===== config.mk =====
export PLATFORM = sky130hd
export DESIGN_NAME = cog_regs
export DESIGN_NICKNAME = d
export VERILOG_FILES = /design/src/rtl/cog_pkg.sv /design/src/rtl/cog_regs.sv /design/src/rtl/cog_serial_rx.sv
export SDC_FILE = /design/constraint.sdc
export NUM_CORES = 1
export LEC_CHECK = 0
export BUFFER_PORTS_ARGS = -buffer_cell sky130_fd_sc_hd__clkbuf_2
export CAP_MARGIN = 20
export CORE_ASPECT_RATIO = 0.5
export CORE_MARGIN = 1.5
export CORE_UTILIZATION = 30
export DETAILED_ROUTE_END_ITERATION = 10
export PLACE_DENSITY_LB_ADDON = 0.15
export SYNTH_ARGS = -nofsm -noshare
export SYNTH_HDL_FRONTEND = slang
export SYNTH_SLANG_ARGS = --single-unit

===== constraint.sdc =====
create_clock -name clock -period 3.65 [get_ports clock]
set_input_delay 0.365 -clock clock [delete_from_list [all_inputs] [get_ports clock]]
set_output_delay 0.365 -clock clock [all_outputs]
set_load 0.1 [all_outputs]

===== src/rtl/cog_pkg.sv =====
// constants for the channel offset and gain register bank
// assumes a 16-bit data word and a 4-bit register address on the serial link
`default_nettype none

package cog_pkg;

	////////////////////////////////////////////////////////////////////////////
	// serial frame: address first, then data, both msb first
	localparam int unsigned FRAME_ADDR_BITS = 4;
	localparam int unsigned FRAME_DATA_BITS = 16;
	localparam int unsigned FRAME_BITS      = FRAME_ADDR_BITS + FRAME_DATA_BITS;
	localparam int unsigned FRAME_CNT_W     = 5;

	////////////////////////////////////////////////////////////////////////////
	// register addresses
	localparam logic [3:0] ADDR_I_OFFSET    = 4'h2;
	localparam logic [3:0] ADDR_I_FULLSCALE = 4'h3;
	localparam logic [3:0] ADDR_Q_OFFSET    = 4'hA;

	////////////////////////////////////////////////////////////////////////////
	// field positions
	localparam int unsigned OFS_MAG_MSB  = 15;
	localparam int unsigned OFS_MAG_LSB  = 8;
	localparam int unsigned OFS_SIGN_BIT = 7;
	localparam int unsigned FS_GAIN_MSB  = 15;
	localparam int unsigned FS_GAIN_LSB  = 7;
	localparam int unsigned FILL_MSB     = 6;
	localparam int unsigned FILL_LSB     = 0;

	////////////////////////////////////////////////////////////////////////////
	// reset images and field values
	localparam logic [15:0] RST_I_OFFSET    = 16'h007F;
	localparam logic [15:0] RST_I_FULLSCALE = 16'h807F;
	localparam logic [15:0] RST_Q_OFFSET    = 16'h007F;
	localparam logic [7:0]  OFS_MAG_ZERO    = 8'h00;
	localparam logic        SIGN_POSITIVE   = 1'b0;
	localparam logic        SIGN_NEGATIVE   = 1'b1;
	localparam logic [8:0]  GAIN_MIN        = 9'h000;
	localparam logic [8:0]  GAIN_NOMINAL    = 9'h100;
	localparam logic [8:0]  GAIN_MAX        = 9'h1FF;
	localparam logic [6:0]  FILL_ONES       = 7'h7F;

	////////////////////////////////////////////////////////////////////////////
	// analog scale of the codes, in microvolts
	localparam int unsigned OFS_STEP_UV    = 176;
	localparam int unsigned FS_MIN_UV      = 560000;
	localparam int unsigned FS_NOMINAL_UV  = 700000;
	localparam int unsigned FS_MAX_UV      = 840000;

endpackage : cog_pkg

`default_nettype wire


===== src/rtl/cog_regs.sv =====
// offset and full-scale control registers of a dual-channel converter
// assumes the serial pins are synchronous to clock and ext_mode is a steady level
//
// Summary of operation
// - I offset magnitude lives in bits 15:8.
// - magnitude zero is no offset, steps add.
// - bit 7 is offset sign, resets positive.
// - I gain code bits 15:7, resets mid-scale.
// - Q offset uses the I offset layout.
// - settings act only in extended control mode.
`default_nettype none

module cog_regs (
	// system
	input  wire logic        clock,
	input  wire logic        resetn,
	// serial control pins
	input  wire logic        sclk,
	input  wire logic        sdata,
	input  wire logic        scs_n,
	// control mode select, high for extended control
	input  wire logic        ext_mode,
	// effective I channel settings
	output logic [7:0]       i_offset_mag,
	output logic             i_offset_neg,
	output logic [8:0]       i_gain_code,
	// effective Q channel settings
	output logic [7:0]       q_offset_mag,
	output logic             q_offset_neg,
	// status
	output logic             filler_error
);

	////////////////////////////////////////////////////////////////////////////
	// declarations
	logic        wr_valid;
	logic [3:0]  wr_addr;
	logic [15:0] wr_data;
	logic [15:0] i_offset_q;
	logic [15:0] i_fullscale_q;
	logic [15:0] q_offset_q;
	logic [7:0]  i_mag_q;
	logic        i_neg_q;
	logic [8:0]  i_gain_q;
	logic [7:0]  q_mag_q;
	logic        q_neg_q;
	logic        fill_err_q;
	logic        hit_i_ofs;
	logic        hit_i_fs;
	logic        hit_q_ofs;
	logic        fill_bad;

	////////////////////////////////////////////////////////////////////////////
	// serial receiver
	cog_serial_rx u_rx (
		.clock    (clock),
		.resetn   (resetn),
		.sclk     (sclk),
		.sdata    (sdata),
		.scs_n    (scs_n),
		.wr_valid (wr_valid),
		.wr_addr  (wr_addr),
		.wr_data  (wr_data)
	);

	////////////////////////////////////////////////////////////////////////////
	// address decode; other addresses are dropped silently
	assign hit_i_ofs = wr_valid && wr_addr == cog_pkg::ADDR_I_OFFSET;
	assign hit_i_fs  = wr_valid && wr_addr == cog_pkg::ADDR_I_FULLSCALE;
	assign hit_q_ofs = wr_valid && wr_addr == cog_pkg::ADDR_Q_OFFSET;

	// filler bits not all ones on a write to one of our registers
	assign fill_bad = (hit_i_ofs || hit_i_fs || hit_q_ofs)
	                  && wr_data[cog_pkg::FILL_MSB:cog_pkg::FILL_LSB] != cog_pkg::FILL_ONES;

	////////////////////////////////////////////////////////////////////////////
	// I offset register: magnitude high byte, sign in bit 7
	always_ff @(posedge clock or negedge resetn) begin
		if (!resetn) begin
			i_offset_q <= cog_pkg::RST_I_OFFSET;
		end else if (hit_i_ofs) begin
			i_offset_q <= wr_data;
		end
	end

	// I full-scale register; gain changes take effect without recalibration
	always_ff @(posedge clock or negedge resetn) begin
		if (!resetn) begin
			i_fullscale_q <= cog_pkg::RST_I_FULLSCALE;
		end else if (hit_i_fs) begin
			i_fullscale_q <= wr_data;
		end
	end

	// Q offset register, same layout as the I one
	always_ff @(posedge clock or negedge resetn) begin
		if (!resetn) begin
			q_offset_q <= cog_pkg::RST_Q_OFFSET;
		end else if (hit_q_ofs) begin
			q_offset_q <= wr_data;
		end
	end

	////////////////////////////////////////////////////////////////////////////
	// effective settings: in normal mode the analog side sees the nominal
	// codes, so stored values wait untouched for a later switch to extended
	always_ff @(posedge clock or negedge resetn) begin
		if (!resetn) begin
			i_mag_q  <= cog_pkg::OFS_MAG_ZERO;
			i_neg_q  <= cog_pkg::SIGN_POSITIVE;
			i_gain_q <= cog_pkg::GAIN_NOMINAL;
			q_mag_q  <= cog_pkg::OFS_MAG_ZERO;
			q_neg_q  <= cog_pkg::SIGN_POSITIVE;
		end else if (ext_mode) begin
			i_mag_q  <= i_offset_q[cog_pkg::OFS_MAG_MSB:cog_pkg::OFS_MAG_LSB];
			i_neg_q  <= i_offset_q[cog_pkg::OFS_SIGN_BIT];
			i_gain_q <= i_fullscale_q[cog_pkg::FS_GAIN_MSB:cog_pkg::FS_GAIN_LSB];
			q_mag_q  <= q_offset_q[cog_pkg::OFS_MAG_MSB:cog_pkg::OFS_MAG_LSB];
			q_neg_q  <= q_offset_q[cog_pkg::OFS_SIGN_BIT];
		end else begin
			i_mag_q  <= cog_pkg::OFS_MAG_ZERO;
			i_neg_q  <= cog_pkg::SIGN_POSITIVE;
			i_gain_q <= cog_pkg::GAIN_NOMINAL;
			q_mag_q  <= cog_pkg::OFS_MAG_ZERO;
			q_neg_q  <= cog_pkg::SIGN_POSITIVE;
		end
	end

	// magnitude code zero means zero offset; each step is one offset lsb
	assign i_offset_mag = i_mag_q;
	assign i_offset_neg = i_neg_q;
	assign i_gain_code  = i_gain_q;
	assign q_offset_mag = q_mag_q;
	assign q_offset_neg = q_neg_q;

	////////////////////////////////////////////////////////////////////////////
	// sticky flag for a host that broke the filler convention; the data are
	// still stored since the filler bits steer nothing; cleared only by reset
	always_ff @(posedge clock or negedge resetn) begin
		if (!resetn) begin
			fill_err_q <= 1'b0;
		end else if (fill_bad) begin
			fill_err_q <= 1'b1;
		end
	end

	assign filler_error = fill_err_q;

endmodule : cog_regs

`default_nettype wire


===== src/rtl/cog_serial_rx.sv =====
// serial write receiver for the extended control link
// assumes sclk, sdata and scs_n are already synchronous to clock
`default_nettype none

module cog_serial_rx (
	// system
	input  wire logic        clock,
	input  wire logic        resetn,
	// serial pins
	input  wire logic        sclk,
	input  wire logic        sdata,
	input  wire logic        scs_n,
	// decoded write
	output logic             wr_valid,
	output logic [3:0]       wr_addr,
	output logic [15:0]      wr_data
);

	////////////////////////////////////////////////////////////////////////////
	logic                                  sclk_q;
	logic [cog_pkg::FRAME_BITS-1:0]        shift_q;
	logic [cog_pkg::FRAME_CNT_W-1:0]       count_q;
	logic                                  valid_q;
	logic [3:0]                            addr_q;
	logic [15:0]                           data_q;
	logic                                  rise;

	// sampling on the rising sclk edge as seen by the system clock
	assign rise = sclk & ~sclk_q;

	// previous sclk level for the edge detect
	always_ff @(posedge clock or negedge resetn) begin
		if (!resetn) begin
			sclk_q <= 1'b0;
		end else begin
			sclk_q <= sclk;
		end
	end

	// shift and count; bits past a full frame are ignored until select rises
	always_ff @(posedge clock or negedge resetn) begin
		if (!resetn) begin
			shift_q <= '0;
			count_q <= '0;
		end else if (scs_n) begin
			count_q <= '0;
		end else if (rise && count_q < cog_pkg::FRAME_CNT_W'(cog_pkg::FRAME_BITS)) begin
			shift_q <= {shift_q[cog_pkg::FRAME_BITS-2:0], sdata};
			count_q <= count_q + 5'h01;
		end
	end

	// one-cycle write pulse when the last frame bit lands
	always_ff @(posedge clock or negedge resetn) begin
		if (!resetn) begin
			valid_q <= 1'b0;
			addr_q  <= 4'h0;
			data_q  <= 16'h0000;
		end else begin
			valid_q <= 1'b0;
			if (!scs_n && rise
			    && count_q == cog_pkg::FRAME_CNT_W'(cog_pkg::FRAME_BITS - 1)) begin
				valid_q <= 1'b1;
				addr_q  <= shift_q[cog_pkg::FRAME_BITS-2:cog_pkg::FRAME_DATA_BITS-1];
				data_q  <= {shift_q[cog_pkg::FRAME_DATA_BITS-2:0], sdata};
			end
		end
	end

	assign wr_valid = valid_q;
	assign wr_addr  = addr_q;
	assign wr_data  = data_q;

endmodule : cog_serial_rx

`default_nettype wire


==> summary.txt, run 1 <==
Run status
  • Outcome: finished clean

Job
  • Max-Cap Viols: 0

Detailed routing
  • TritonRoute pass-1 iters: 4
  • M1 WL: around 3200 um
  • DRC: 0
  • Average wire per standard cell: around 14 um
  • WL final: between 6000 and 7000 um
  • Remaining antenna violation count: 0
  • Top Layer Used: met4
  • Met3 routed WL: ~220 um
  • Met2 WL: 2670 um
  • Vias: 1,886
  • DRT iter0 DRCs: 55
  • Average vias per placed instance: about 4.3

Timing
  • Skew final: around 0.0061 ns
  • Fin crit share: ~56%
  • Setup violations, final: 0
  • PnR worst setup slack: ~1.6 ns
  • RSZ-0062 raised after global routing: no
  • Final Hold Viols: 0
  • Max Fclk: approximately 0.49 GHz
  • Min Hold Slack: between 0.008 and 0.009 ns
  • Pins over their slew limit: 0
  • Slew headroom: 29.1%
  • Final worst path period need: roughly 2.1 ns
  • Post-route setup TNS: 0 ns
  • Tightest Pin Transition: roughly 1.1 ns

Synth
  • Register area share after synthesis: 67.2%
  • Yosys reg bits: ~100
  • Synth warnings: 0
  • Post-Syn Instances: approximately 240
  • Netlist cell types: 31
  • Post-Synthesis Cell Area: approximately 0.0038 mm2
  • Synth top area cells: dfrtp_1 66%, mux2_2 17%, and2_1 4.3%, mux2_4 4.0%, dfstp_2 1.4%
  • Share of Yosys cell area claimed by the top area cell type: between 60 and 70%
  • Mean Syn Cell Area: roughly 16 um2
  • Syn nets: 243
  • Cell taking the most area after synthesis: dfrtp_1

Global route
  • Largest net degree at the start of global routing: 43
  • Initial antenna violation count: 0
  • First-pass GRT wire length: between 10,000 and 15,000 um
  • Vias in the first global route: 1,998
  • GRT overflow: 0
  • GRT Total Usage: 10.8%

Layout
  • Final net count: 281
  • Share of layout cells above drive strength 1: 42.4%
  • Area Overhead vs Synth: 16.6%
  • Register Area: around 0.0025 mm2
  • Diode count: 0
  • Layout fillers: 1,139
  • Final Non-Filler Cells: around 440
  • Multi-input logic area: 0.00117 mm2

Placed design
  • Detailed Place HPWL: between 4000 and 5000 um
  • Buffers on Ports: 33
  • Pre-CTS setup slack: roughly 1.6 ns
  • Placed Instances: ~430
  • GP Congestion: roughly 0.7

Clocking
  • Post-CTS Resized: 0
  • Longest Clk Path Bufs: 2
  • Setup Buffers After CTS: 0
  • Total CTS buffers: 9
  • CTS HTree Levels: 3
  • Sink Count: between 100 and 150
  • CTS tree: built
  • Clk slew on worst S/H paths: roughly 0.06 ns
  • CTS root buffer: clkbuf_16
  • Clk Latency, worst-skew pair: 0.34 ns
  • CTS hold repair buffers: 0

Pwr
  • LEAKAGE: 2.27 nW
  • Worst vdd ir: around 250 uV
  • Total power draw: about 2.2 mW
  • Power Density: 506 mW/mm2

Floorplan
  • Die height: between 80 and 90 um
  • Die footprint: about 0.013 mm2
  • Chip width: around 160 um
  • Core area: around 0.012 mm2
  • Initial Util: between 30% and 40%
  • Rows: 28
  • I/O pin total: 34

Setup path
  • Reg2Reg Launch Point: u_rx.count_q[0]
  • Launch point of the worst path: u_rx.count_q[0]
  • Worst setup EP type: register
  • Crit path kind: reg -> reg
  • R2R Setup Slk: ~1.6 ns
  • CP max FO: 21
  • Crit path launch type: register
  • Critical Path RT: just under 4 ns
  • Worst EP arrival: ~2.3 ns

Hold path
  • Hold WC Path Type: in -> async
==> layout by cell type, fill, tap and decap left out, types with 2 or more instances in the layout <==
| cell type | synthesis | layout |
|---|---|---|
| clkinv_2 | 0 | 2 |
| clkbuf_2 | 0 | 32 |
| inv_1 | 2 | 2 |
| dfstp_2 | 2 | 2 |
| clkbuf_16 | 0 | 9 |
| and2_1 | 26 | 26 |
| nand2_1 | 3 | 3 |
| nand2b_1 | 4 | 4 |
| buf_4 | 0 | 3 |
| a21oi_1 | 3 | 3 |
| nand3_1 | 2 | 2 |
| dfrtp_1 | 99 | 99 |
| nor2b_1 | 4 | 4 |
| mux2_4 | 10 | 10 |
| mux2_2 | 57 | 57 |
==> final timing paths <==
kind | endpoint | cells past startpoint
setup / recovery | u_rx.wr_data[13] | 4
hold reg to reg | i_offset_mag[5] | 1
max in group asynchronous | u_rx.wr_addr[0] | 2
min in group clock | u_rx.sclk_q | 1
hold / removal | u_rx.sclk_q | 1
setup reg to reg | u_rx.wr_data[13] | 4
==> cells in the mapped netlist <==
| cell | n |
|---|---|
| dfrtp_1 | 99 |
| mux2_2 | 57 |
| and2_1 | 26 |
| mux2_4 | 10 |
| nand2b_1 | 4 |
| nor2b_1 | 4 |
| a21oi_1 | 3 |
| buf_2 | 3 |
| clkbuf_1 | 3 |
| nand2_1 | 3 |
| dfstp_2 | 2 |
| inv_1 | 2 |
| nand3_1 | 2 |
| a311oi_1 | 1 |
| a41o_1 | 1 |
| and3b_1 | 1 |
| and4_1 | 1 |
| and4b_1 | 1 |
| buf_12 | 1 |
| buf_6 | 1 |
| ha_1 | 1 |
| mux2i_1 | 1 |
| nand3b_1 | 1 |
| nand4_1 | 1 |
| nand4b_1 | 1 |
| nor2_1 | 1 |
| nor4b_1 | 1 |
| o21ai_0 | 1 |
| o21ai_1 | 1 |
| or3_1 | 1 |
| or3b_1 | 1 |
==> cell families (layout without fill, tap and decap cells) <==
kind of cell / count (synthesis) / in the layout / synth area share, %
AOI/OAI and AO/OA: 7 / 7 / 1.16
adders and majority gates: 1 / 1 / 0.332
buffers and inverters: 10 / 52 / 1.73
DFF: 101 / 101 / 67.2
muxes: 68 / 68 / 21.3
and+or+nand+nor: 49 / 49 / 8.28
==> worst max-delay path: stages (launching register included) <==
cell	delay, ns
dfrtp_1	0.41
ha_1	0.20
and3b_1	0.21
nand2_1	0.69
mux2_2	0.42
==> stage by stage <==
step	instance area (um2)	util, %
2_1_floorplan	3760	-
3_3_place_gp	4100	34.1
3_5_place_dp	4100	34.1
4_1_cts	4390	36.5
5_1_grt	4390	36.5
6_report	4390	36.5
==> per-layer routing <==
metal,up-vias,global-route usage [%]
li1,884,-
met1,963,14.6
met2,27,15.9
met3,12,3.55
met4,0,5.28
met5,-,0
==> registers in the layout, indices dropped and copies added (netlist names) <==
name,count
filler_error,1
i_fullscale_q,9
i_gain_code,9
i_offset_mag,8
i_offset_neg,1
i_offset_q,9
q_offset_mag,8
q_offset_neg,1
q_offset_q,9
u_rx.count_q,5
u_rx.sclk_q,1
u_rx.shift_q,19
u_rx.wr_addr,4
u_rx.wr_data,16
u_rx.wr_valid,1
==> final cells by class <==
| cell class | instances | area share, % |
|---|---|---|
| flip-flops and latches | 101 | 57.7 |
| multi-input cells | 125 | 26.7 |
| clock buffers | 11 | 5.53 |
| well taps | 165 | 4.70 |
| repair buffers | 35 | 4.16 |
| clock inverters | 4 | 1.11 |
| inverters | 2 | 0.171 |
==> power by group <==
group          internal (mW)  leakage (nW)  switching [mW]  total, mW
Sequential              1.16          1.39          0.0313       1.20
Combinational         0.0458         0.739          0.0467     0.0925
Clock                  0.545         0.145           0.388      0.933
Power figures use the tool's default switching activity.
==> inputs of run 2 (changes only) <==
==> constraint.sdc (replaced) <==
create_clock -name clock -period 2 [get_ports clock]
set_input_delay 0.2 -clock clock [delete_from_list [all_inputs] [get_ports clock]]
set_output_delay 0.2 -clock clock [all_outputs]
set_load 0.1 [all_outputs]
==> summary.txt, run 2 (synthesis gave the netlist of run 1 again) <==
Clocking
  • Post-CTS Resized: 0 (unchanged)
  • CTS root buffer: clkbuf_16 (unchanged)
  • CTS tree: built (unchanged)
  • Clk slew on worst S/H paths: 0.07 ns (was 0.06 ns)
  • CTS HTree Levels: 3 (unchanged)
  • Setup Buffers After CTS: 0 (unchanged)
  • Longest Clk Path Bufs: 2 (unchanged)
  • CTS hold repair buffers: 2 (was 0)
  • Clk Latency, worst-skew pair: 0.34 ns (about the same)
  • Total CTS buffers: 9 (unchanged)
  • Sink Count: 101 (unchanged)

Global route
  • Busiest layer in global routing: met2 (unchanged)
  • Largest net degree at the start of global routing: 50 (was 43)
  • Met1 usage: 13.7% (was 14.6%)
  • Global Route met2 Usage: 16.7% (was 15.9%)
  • GRT met3 Usage: 3.60% (was 3.55%)
  • Initial antenna violation count: 0 (unchanged)
  • GRT Total Usage: 10.7% (was 10.8%)
  • GRT overflow: 0 (unchanged)
  • Vias in the first global route: 2,082 (was 1,998)
  • First-pass GRT wire length: 10,700 um (about the same)

Setup path
  • Crit path launch type: register (unchanged)
  • CP max-delay cell: and4b_1 (was nand2_1)
  • Reg2Reg Capture Point: i_fullscale_q[9] (was u_rx.wr_data[13])
  • CP Depth: 3 (was 4)
  • CP Capture Point: i_fullscale_q[9] (was u_rx.wr_data[13])
  • Worst reg2reg path depth: 3 (was 4)
  • Crit path largest cell delay: 0.55 ns (was 0.69 ns)
  • Worst path buffer plus inverter count: 0 (unchanged)
  • Critical Path RT: 2.22 ns (was 3.87 ns)
  • Launch point of the worst path: u_rx.wr_addr[2] (was u_rx.count_q[0])
  • Crit-path cells: nor2b_1 > and4b_1 > mux2_2 (was ha_1 > and3b_1 > nand2_1 > mux2_2)
  • Worst EP arrival: 1.89 ns (was 2.27 ns)
  • CP max FO: 9 (was 21)
  • Reg2Reg Launch Point: u_rx.wr_addr[2] (was u_rx.count_q[0])
  • Cell family with most CP delay: simple AND/OR/NAND/NOR gates (unchanged)
  • R2R Setup Slk: 0.33 ns (was 1.59 ns)
  • Worst setup EP type: register (unchanged)
  • Crit path kind: reg -> reg (unchanged)

Hold path
  • Hold WC Path Type: in -> reg (was in -> async)

Detailed routing
  • Average vias per placed instance: 4.31 (was 4.26)
  • TritonRoute pass-1 iters: 4 (unchanged)
  • Average wire per standard cell: 14.0 um (was 14.2 um)
  • WL final: 6330 um (was 6280 um)
  • Vias: 1,947 (was 1,886)
  • DRC: 0 (unchanged)
  • Remaining antenna violation count: 0 (unchanged)
  • DRT iter0 DRCs: 63 (was 55)

Layout
  • Most frequent cells in the layout: 99 x dfrtp_1, 57 x mux2_2, 32 x clkbuf_2 (unchanged)
  • Area Overhead vs Synth: 19.0% (was 16.6%)
  • Max FFs per register: 19 (unchanged)
  • Commonest non-fill, non-tap cell in the layout: dfrtp_1 (unchanged)
  • Diode count: 0 (unchanged)
  • Share of layout cells above drive strength 1: 43.2% (was 42.4%)
  • Final net count: 289 (was 281)
  • Most flop-heavy register: u_rx.shift_q (unchanged)

Floorplan
  • I/O pin total: 34 (unchanged)
  • Die footprint: 0.0133 mm2 (unchanged)
  • Initial Util: 31.3% (unchanged)
  • Rows: 28 (unchanged)
  • Chip width: 161 um (unchanged)
  • Core area: 0.0120 mm2 (unchanged)
  • Die height: 82.2 um (unchanged)

Job
  • Max-Cap Viols: 0 (unchanged)

Timing
  • Final worst path period need: 1.67 ns (was 2.06 ns)
  • Slew headroom: 63.7% (was 29.1%)
  • Tightest Pin Transition: 0.547 ns (was 1.06 ns)
  • Post-route setup TNS: 0 ns (unchanged)
  • RSZ-0062 raised after global routing: no (unchanged)
  • Max Fclk: 0.597 GHz (was 0.486 GHz)
  • Min Hold Slack: 0.119 ns (was 0.00829 ns)
  • Final Hold Viols: 0 (unchanged)
  • Skew final: 0.00786 ns (was 0.00611 ns)
  • Pins over their slew limit: 0 (unchanged)
  • Setup violations, final: 0 (unchanged)
  • Fin crit share: 83.7% (was 56.4%)

Placed design
  • GP Congestion: 0.688 (was 0.700)
  • Detailed Place HPWL: 4120 um (was 4080 um)
  • Buffers on Ports: 33 (unchanged)

Pwr
  • Worst vdd ir: 370 uV (was 246 uV)
  • Total power draw: 4.07 mW (was 2.22 mW)
  • LEAKAGE: 2.32 nW (was 2.27 nW)
  • Power Density: 909 mW/mm2 (was 506 mW/mm2)

Run status
  • Outcome: finished clean (unchanged)
==> run 2: cell count changes in the layout (fill, tap and decap cells not counted) <==
cell,previous run,this run
buf_4,3,7
buf_12,0,2
clkinvlp_4,0,1
clkinv_4,1,0
clkbuf_1,1,2
dlygate4sd3_1,0,2
==> run 2: worst min path at each step <==
stage                      start              end  cells past startpoint
after floorplan           resetn     filler_error                      0
after global placement    resetn  u_rx.count_q[0]                      1
after detailed placement  resetn  u_rx.count_q[2]                      1
after CTS                  sdata  u_rx.wr_data[0]                      2
after global routing       sdata  u_rx.wr_data[0]                      2
final                      sdata  u_rx.wr_data[0]                      2
==> run 2: where the power goes <==
group | switching [mW] | total (mW) | internal [mW]
clock | 0.710 | 1.71 | 1.00
sequential | 0.0611 | 2.19 | 2.13
combinational | 0.0870 | 0.176 | 0.0893
==> run 2: layout make-up <==
cell class	instances	area, um2
repair buffers	43	273
flip-flops and latches	101	2530
clock buffers	12	246
multi-input cells	125	1170
inverters	2	7.51
clock inverters	4	47.5
fillers	1156	7540
well taps	165	206
==> run 2: layer usage <==
| layer | wire, um | part of all wire (%) |
|---|---|---|
| met1 | 3130 | 50 |
| met2 | 2850 | 45 |
| met3 | 242 | 3.8 |
| met4 | 97 | 1.5 |
| met5 | 0 | 0 |
==> run 2: per-stage QoR <==
| step | std cells | instance area (um2) | setup slack, ns | util (%) |
|---|---|---|---|---|
| finish | 452 | 4480 | 0.325 | 37.3 |
| global route | 452 | 4480 | 0.194 | 37.3 |
| CTS | 452 | 4480 | 0.279 | 37.3 |
| detailed placement | 434 | 4170 | 0.297 | 34.7 |
| global placement | 434 | 4170 | 0.395 | 34.7 |
| floorplan | 236 | 3760 | 0.400 | - |
